[config.mk]
export PLATFORM = sky130hd
export DESIGN_NAME = upwsc_top
export DESIGN_NICKNAME = d
export VERILOG_FILES = /design/src/design/upwsc_strobe_sync.v /design/src/design/upwsc_top.v
export VERILOG_INCLUDE_DIRS = /design/src /design/src/shared
export SDC_FILE = /design/constraint.sdc
export NUM_CORES = 1
export LEC_CHECK = 0
export ABC_AREA = 1
export BUFFER_PORTS_ARGS = -buffer_cell sky130_fd_sc_hd__buf_2
export CAP_MARGIN = 20
export CORE_MARGIN = 5
export CORE_UTILIZATION = 43
export CTS_CLUSTER_DIAMETER = 200
export CTS_CLUSTER_SIZE = 16
export DETAILED_ROUTE_END_ITERATION = 16
export SLEW_MARGIN = 20
export SYNTH_ARGS = -nofsm -noshare
export SYNTH_HDL_FRONTEND = slang
export SYNTH_HIERARCHICAL = 1
export SYNTH_SLANG_ARGS = --single-unit
[constraint.sdc]
create_clock -name clk_sys -period 1.7 [get_ports clk_sys]
set_clock_uncertainty 0.2 [all_clocks]
set_input_delay 0.17 -clock clk_sys [delete_from_list [all_inputs] [get_ports clk_sys]]
set_output_delay 0.17 -clock clk_sys [all_outputs]
set_load 0.03 [all_outputs]
[src/shared/upwsc_defs.vh]
// constants for the usb power, wake and send-now control block
`ifndef UPWSC_DEFS_VH
`define UPWSC_DEFS_VH
`define UPWSC_NUM_CHAN       2
`define UPWSC_RST_OUT_NS     1000
`define UPWSC_CLK_PERIOD_NS  4
`define UPWSC_RST_OUT_CYC    ((`UPWSC_RST_OUT_NS + `UPWSC_CLK_PERIOD_NS - 1) / `UPWSC_CLK_PERIOD_NS)
`define UPWSC_SETTLE_US      100
`define UPWSC_SETTLE_CYC     ((`UPWSC_SETTLE_US * 1000) / `UPWSC_CLK_PERIOD_NS)
`define UPWSC_ST_RESET       2'h0
`define UPWSC_ST_WAIT_CLK    2'h1
`define UPWSC_ST_ENUM_OK     2'h2
`endif

[src/design/upwsc_strobe_sync.v]
// one channel strobe synchroniser with falling edge detector
`timescale 1ns/1ns
module upwsc_strobe_sync (
  input  wire clk_sys,
  input  wire reset_n,
  input  wire strobe_n,
  output reg  fall_pulse
);
  reg meta;   // first stage, read only by stage two
  reg sync;   // second stage
  reg last;   // previous synchronised level

  // two-flop sync, then one pulse per falling edge
  always @(posedge clk_sys) begin
    if (!reset_n) begin
      meta       <= 1'b1;
      sync       <= 1'b1;
      last       <= 1'b1;
      fall_pulse <= 1'b0;
    end else begin
      meta       <= strobe_n;
      sync       <= meta;
      last       <= sync;
      fall_pulse <= last & ~sync;
    end
  end
endmodule

[src/design/upwsc_top.v]
// usb power enable, wake and send-now control with reset handling
`timescale 1ns/1ns
`include "upwsc_defs.vh"
module upwsc_top #(
  parameter NUM_CHAN   = `UPWSC_NUM_CHAN,
  parameter SETTLE_CYC = `UPWSC_SETTLE_CYC,
  parameter RST_CYC    = `UPWSC_RST_OUT_CYC
) (
  input  wire                clk_sys,
  input  wire                reset_n,
  input  wire                ext_reset_n,
  input  wire                clock_settle_guard,
  input  wire                usb_configured,
  input  wire                usb_suspended,
  input  wire                cfg_pulldown_en,
  input  wire                cfg_remote_wake_en,
  input  wire                cfg_iso_en,
  input  wire [NUM_CHAN-1:0] send_now_wake_n,
  output reg                 power_switch_enable_n,
  output reg                 io_pulldown_en,
  output reg                 enum_enable,
  output reg                 resume_request,
  output reg  [NUM_CHAN-1:0] flush_request,
  output reg                 xfer_iso,
  output reg                 chip_reset_out_n
);
  // state codes
  localparam [1:0] ST_RESET    = `UPWSC_ST_RESET;
  localparam [1:0] ST_WAIT_CLK = `UPWSC_ST_WAIT_CLK;
  localparam [1:0] ST_ENUM_OK  = `UPWSC_ST_ENUM_OK;

  reg [1:0]            state;        // sequencer state
  reg [1:0]            next_state;   // next sequencer state
  reg [31:0]           settle_cnt;   // stable-clock count
  reg [31:0]           rst_cnt;      // reset-out stretch count
  reg [2:0]            pin_sync;     // ext reset, guard, suspend sync
  reg [2:0]            pin_meta;     // first stages, read by pin_sync only
  wire [NUM_CHAN-1:0]  strobe_fall;  // one pulse per low strobe
  wire                 ext_rst;      // synchronised external reset
  wire                 guard_ok;     // synchronised clock guard
  wire                 susp;         // synchronised suspend

  assign ext_rst  = ~pin_sync[0];
  assign guard_ok = pin_sync[1];
  assign susp     = pin_sync[2];

  // per-channel strobe synchronisers
  genvar gi;
  generate
    for (gi = 0; gi < NUM_CHAN; gi = gi + 1) begin : g_chan
      upwsc_strobe_sync u_sync (
        .clk_sys    (clk_sys),
        .reset_n    (reset_n),
        .strobe_n   (send_now_wake_n[gi]),
        .fall_pulse (strobe_fall[gi])
      );
    end
  endgenerate

  // two-flop sync of outside pins
  always @(posedge clk_sys) begin
    if (!reset_n) begin
      pin_meta <= 3'h1;
      pin_sync <= 3'h1;
    end else begin
      pin_meta <= {usb_suspended, clock_settle_guard, ext_reset_n};
      pin_sync <= pin_meta;
    end
  end

  // sequencer next state
  always @* begin
    next_state = state;
    case (state)
      ST_RESET:    next_state = ST_WAIT_CLK;
      ST_WAIT_CLK: if (settle_cnt >= SETTLE_CYC) next_state = ST_ENUM_OK;
      ST_ENUM_OK:  if (!guard_ok) next_state = ST_WAIT_CLK;
      default:     next_state = ST_RESET;
    endcase
  end

  // sequencer, counters and outputs
  always @(posedge clk_sys) begin
    if (!reset_n || ext_rst) begin
      state                 <= ST_RESET;
      settle_cnt            <= 32'h0000_0000;
      rst_cnt               <= 32'h0000_0000;
      chip_reset_out_n      <= 1'b0;
      power_switch_enable_n <= 1'b1;
      io_pulldown_en        <= 1'b0;
      enum_enable           <= 1'b0;
      resume_request        <= 1'b0;
      flush_request         <= {NUM_CHAN{1'b0}};
      xfer_iso              <= 1'b0;
    end else begin
      state <= next_state;
      // clock must stay stable for the full settle span
      if (!guard_ok)
        settle_cnt <= 32'h0000_0000;
      else if (settle_cnt < SETTLE_CYC)
        settle_cnt <= settle_cnt + 32'h0000_0001;
      // stretched reset output after power-on or external reset
      if (rst_cnt < RST_CYC)
        rst_cnt <= rst_cnt + 32'h0000_0001;
      chip_reset_out_n <= (rst_cnt >= RST_CYC);
      enum_enable <= (state == ST_ENUM_OK);
      // on once enumerated, off in suspend
      power_switch_enable_n <= ~(usb_configured & ~susp & (state == ST_ENUM_OK));
      // pull-down while power enable is inactive, one cycle behind it
      io_pulldown_en <= cfg_pulldown_en & power_switch_enable_n;
      xfer_iso <= cfg_iso_en;
      // wake in suspend, flush otherwise
      resume_request <= susp & cfg_remote_wake_en & (|strobe_fall);
      flush_request  <= susp ? {NUM_CHAN{1'b0}} : strobe_fall;
    end
  end
endmodule

# Yosys cells after proc, flatten, opt, wreduce, memory -nomap -nowiden
# Index checks and enable logic that the tools add are counted.
[op_classes]
n_mul = 0
add_sub_neg = 2
bitwise_logic = 13
n_shift = 0
n_eq_ne = 4
n_div = 0
mux = 3
n_reduce_logical = 7
order_cmp = 4
[ops]
columns = ["cell", "count"]
rows = [
  ["adder 32 x 1 -> 32 bit (second input constant)", 2],
  ["greater-or-equal comparator 32 x 15 -> 1 bit (second input constant)", 1],
  ["greater-or-equal comparator 32 x 8 -> 1 bit (second input constant)", 1],
  ["less-than comparator 32 x 15 -> 1 bit (second input constant)", 1],
  ["less-than comparator 32 x 8 -> 1 bit (second input constant)", 1],
  ["AND 1 bit", 7],
  ["inverter 1 bit", 6],
  ["case mux 2 bit (3 select lines)", 1],
  ["OR reduction 2 bit", 3],
  ["2-to-1 mux 2 bit", 2],
  ["!= test 2 bit (second input constant)", 2],
  ["equality test 2 x 1 -> 1 bit (second input constant)", 1],
  ["equality test 2 bit (second input constant)", 1],
  ["logical NOT 2 bit", 1],
  ["AND reduction 2 bit", 1],
  ["logical NOT 1 bit", 1],
  ["logical OR 1 bit", 1],
]
[word_totals]
ramBits = 0
regBits = 88
output_inout_bits = 8
elab_cells = 53
latchBits = 0
memories = 0
romBits = 0
inputBits = 11

# Depth between registers and ports, before layout
[logic_depth]
depth_word = 4
mapped_depth = 10
mapped_depth_nobuf = 9

# Cells and area by module
# The synthesis kept the hierarchy.
[by_module_without_submodules]
columns = ["mod", "cells_per_inst", "area_each_um2", "n_inst"]
rows = [
  ["upwsc_top", 445, 3235.6, 1],
  ["upwsc_strobe_sync", 12, 115.1, 2],
]

# Worst setup path before layout
# Ideal clock, no wire load.
[synth_path]
kind = "flip-flop to flip-flop"
start = "register settle_cnt[0]"
end = "register settle_cnt[6]"
n_path_buf = 0
arrival_ns = 1.237
path_stages_with_launch = 7
setup_slack_ns = 0.190
setup_time_ns = 0.073
cell_sequence = "dfxtp_1 > ha_1 > nand3_1 > nor2_1 > xor2_1 > nand3_1 > a21oi_1"
[synth_between]
elab_chain_cells = 1
[synth_lines]
columns = ["element", "line", "source"]
rows = [
  ["start, declared", "upwsc_top.v:34", "reg [31:0] settle_cnt;"],
  ["start signal, assigned", "upwsc_top.v:101", "settle_cnt <= settle_cnt + 32'h0000_0001;"],
  ["adder 32 x 1 -> 32 bit or less-than comparator 32 x 15 -> 1 bit (tied branches)", "upwsc_top.v:101, upwsc_top.v:100", ""],
]
# Several ways; a longest one is shown, not always the timed one.
# A chain may end at the register's enable or synchronous reset.

# Worst setup path after layout
[layout_path]
start = "register settle_cnt[24]"
end = "register settle_cnt[7]"
[layout_between]
elab_chain_cells = 1
[layout_lines]
columns = ["element", "line", "source"]
rows = [
  ["less-than comparator 32 x 15 -> 1 bit", "upwsc_top.v:100", "else if (settle_cnt < SETTLE_CYC)"],
]
# Every way passes these cells.

==> impl_metrics.env <==
export IMPL_vias=2807
export IMPL_power_leakage_nw=1.764
export IMPL_viasPerCell=4.506
export IMPL_core_area_um2=7807
export IMPL_r2r_slack_ns=0.04
export IMPL_yosysUniqueCellTypes=26
export IMPL_reg2reg_from="settle_cnt[24]$_SDFFE_PP0N_"
export IMPL_vdd_ir_drop_max_mv=0.5156
export IMPL_grt_pass1_wl_um=11390
export IMPL_dpl_hpwl_um=4338
export IMPL_crit_path_start_kind="register"
export IMPL_drtPass1Iterations=4
export IMPL_rsz0062_at_grt="true"
export IMPL_wl_per_cell_um=10.29
export IMPL_drc=0
export IMPL_layout_drive_gt1_share_pct=16.51
export IMPL_finalWirelength_um=6411
export IMPL_met3_usage_pct=3.266
export IMPL_nets=531
export IMPL_cts_sinks=88
export IMPL_grtUsageMet2_pct=23.19
export IMPL_die_w_um=99.78
export IMPL_relSlewSlack_pct=76.90
export IMPL_yosysSeqAreaShare_pct=50.83
export IMPL_hp_start="pin_meta[0]$_SDFF_PN1_"
export IMPL_min_path_type="register to register"
export IMPL_pin_count=19
export IMPL_clk_latency_ns=0.35
export IMPL_grt_pass1_vias=2703
export IMPL_synthesis_nets=484
export IMPL_gr_usage_met1_pct=17.36
export IMPL_slew_viol_final=0
export IMPL_antenna_found_initial=0
export IMPL_outcome="finished clean"
export IMPL_grt_start_max_net_pins=35
export IMPL_rows=32
export IMPL_grt_overflow_total=0
export IMPL_end_kind="register"
export IMPL_fmax_ghz=0.6010
export IMPL_power_total_mw=3.576
export IMPL_cellPowerDensity_nw_per_um2=852.2
export IMPL_ys_seq_elements=88
export IMPL_synth_cells=469
export IMPL_cp_arrival_ns=1.75
export IMPL_cts_buffers=9
export IMPL_top_usage_layer="met2"
export IMPL_whs_endpoint="pin_sync[0]$_SDFF_PN1_"
export IMPL_tightestPinTransition_ns=0.3465
export IMPL_gp_congestion=0.8554
export IMPL_path_class="register to register"
export IMPL_dr_first_iter_drc_count=123
export IMPL_dieArea_um2=9955
export IMPL_hold_viol_final=0
export IMPL_postSynthAreaPerCell_um2=7.390
export IMPL_diodes=0
export IMPL_period_share_pct=97.88
export IMPL_period_minus_slack_ns=1.664
export IMPL_clk_pin_slew_ns=0.10
export IMPL_syn2layout_area_growth_pct=21.08
export IMPL_cts_root_buf="clkbuf_8"
export IMPL_reg2reg_to="settle_cnt[7]$_SDFFE_PP0N_"
export IMPL_fin_tns_setup_ns=0
export IMPL_worstPathRequired_ns=1.79
export IMPL_h_tree_depth=3
export IMPL_port_buffers=18
export IMPL_clk_path_buf_depth=2
export IMPL_antenna_left=0
export IMPL_min_path_cells=2
export IMPL_track_usage_pct=13.89
export IMPL_syn_cell_area_um2=3466
export IMPL_setup_viol=0
export IMPL_start_util_pct=44.39
export IMPL_worst_r2r_cell_count=8
export IMPL_maxCapViolCount=0
export IMPL_crit_path_max_fanout=8
export IMPL_die_h_um=99.78
export IMPL_yosysWarningCount=6
export IMPL_cts_tree="done"
critical path, stage by stage, from the launching register on:
cell	delay [ns]
dfxtp_1	0.32
nor2_1	0.10
nand2_1	0.07
nor2_1	0.11
nand2_1	0.10
nor2_4	0.26
buf_12	0.17
nand3_2	0.09
a21oi_2	0.16
kinds of logic after synthesis:
kind of cell | count (synthesis) | share of synthesized area, %
XOR/XNOR | 9 | 2.274
AO/OA/AOI/OAI | 31 | 5.235
flip-flops | 88 | 50.83
AND/OR/NAND/NOR | 243 | 29.64
buffers and inverters | 94 | 10.58
adder cells (fa/ha/maj) | 4 | 1.444
area by class of cell:
class,count,area [µm²]
Inverter,83,311.5
Multi-Input combinational cell,287,1420
Tap cell,102,127.6
Clock inverter,7,66.31
Timing Repair Buffer,47,381.6
Clock buffer,9,123.9
Fill cell,782,3611
Sequential cell,88,1765
timing repair:
item | in CTS | in global routing
resized for setup | 0 | 23
setup buffers | 0 | 1
endpoints found under the setup margin | 0 | 17
hold buffers | 13 | 0
hold endpoints to repair | 16 | 0
stage by stage:
stage,utilization (%),hold WS (ns),instance area (µm²),instances,setup WS [ns]
detailed placement,48.40,0.1445,3779,593,0.08820
floorplan,-,0.03865,3466,469,0.1898
finish,53.75,0.2110,4197,623,0.03612
CTS,52.50,0.2111,4099,622,0.05706
global placement,48.40,0.1408,3779,593,0.07247
global route,53.75,0.2367,4197,623,-0.07220
how the worst max path moves through the flow:
stage	startpoint	endpoint	slack, ns	cells after the start
after CTS	settle_cnt[12]$_SDFFE_PP0N_	settle_cnt[9]$_SDFFE_PP0N_	0.06	9
after global placement	settle_cnt[12]$_SDFFE_PP0N_	settle_cnt[9]$_SDFFE_PP0N_	0.07	9
after global routing	settle_cnt[11]$_SDFFE_PP0N_	settle_cnt[7]$_SDFFE_PP0N_	-0.07	8
final	settle_cnt[24]$_SDFFE_PP0N_	settle_cnt[7]$_SDFFE_PP0N_	0.04	8
after detailed placement	settle_cnt[12]$_SDFFE_PP0N_	settle_cnt[1]$_SDFFE_PP0N_	0.09	9
after floorplan	settle_cnt[0]$_SDFFE_PP0N_	settle_cnt[6]$_SDFFE_PP0N_	0.19	6
Yosys cell counts:
library cell	instances	area, µm²
a21oi_1	20	100.1
a21oi_2	7	61.31
buf_1	2	7.510
buf_2	2	10.01
buf_4	1	7.510
buf_6	1	11.26
clkbuf_1	5	18.77
dfxtp_1	88	1762
ha_1	4	50.05
inv_1	82	307.8
inv_2	1	3.750
nand2_1	98	367.9
nand2_2	3	18.77
nand2_4	1	11.26
nand3_1	34	170.2
nand3_2	1	10.01
nand4_1	5	31.28
nor2_1	89	334.1
nor2_2	3	18.77
nor2_4	2	22.52
nor3_1	4	20.02
nor3b_1	3	22.52
o21ai_0	3	15.01
o21ai_1	1	5.000
xnor2_1	2	17.52
xor2_1	7	61.31
power breakdown:
part,leakage [nW],switching (mW),internal [mW]
sequential,0.714,0.0122,2.08
clock,0.0892,0.795,0.558
combinational,0.961,0.0710,0.0556
state kept, by name, summed over array words and instances (netlist names):
| register | count |
|---|---|
| chip_reset_out_n | 1 |
| enum_enable | 1 |
| flush_request | 2 |
| g_chan.u_sync/fall_pulse | 2 |
| g_chan.u_sync/last | 2 |
| g_chan.u_sync/meta | 2 |
| g_chan.u_sync/sync | 2 |
| io_pulldown_en | 1 |
| pin_meta | 3 |
| pin_sync | 3 |
| power_switch_enable_n | 1 |
| resume_request | 1 |
| rst_cnt | 32 |
| settle_cnt | 32 |
| state | 2 |
| xfer_iso | 1 |
layer usage:
layer	vias up	part of all wire (%)
li1	1506	-
met1	1258	48
met2	32	47
met3	11	3.1
met4	0	1.7
met5	-	0
placed cells by master (no fill, tap or decap), types with 3 or more instances in the layout:
master / instances
a21oi_1: 19
a21oi_2: 8
buf_12: 3
buf_2: 18
buf_4: 12
clkbuf_8: 9
dfxtp_1: 85
dfxtp_2: 3
dlygate4sd3_1: 13
ha_1: 4
inv_1: 82
nand2_1: 97
nand2_2: 3
nand3_1: 27
nand3_2: 7
nand4_1: 5
nor2_1: 83
nor2_2: 8
nor2_4: 3
nor3_1: 4
nor3b_1: 3
o21ai_0: 3
xor2_1: 7
Note: power is estimated with default switching activity, not from simulation.
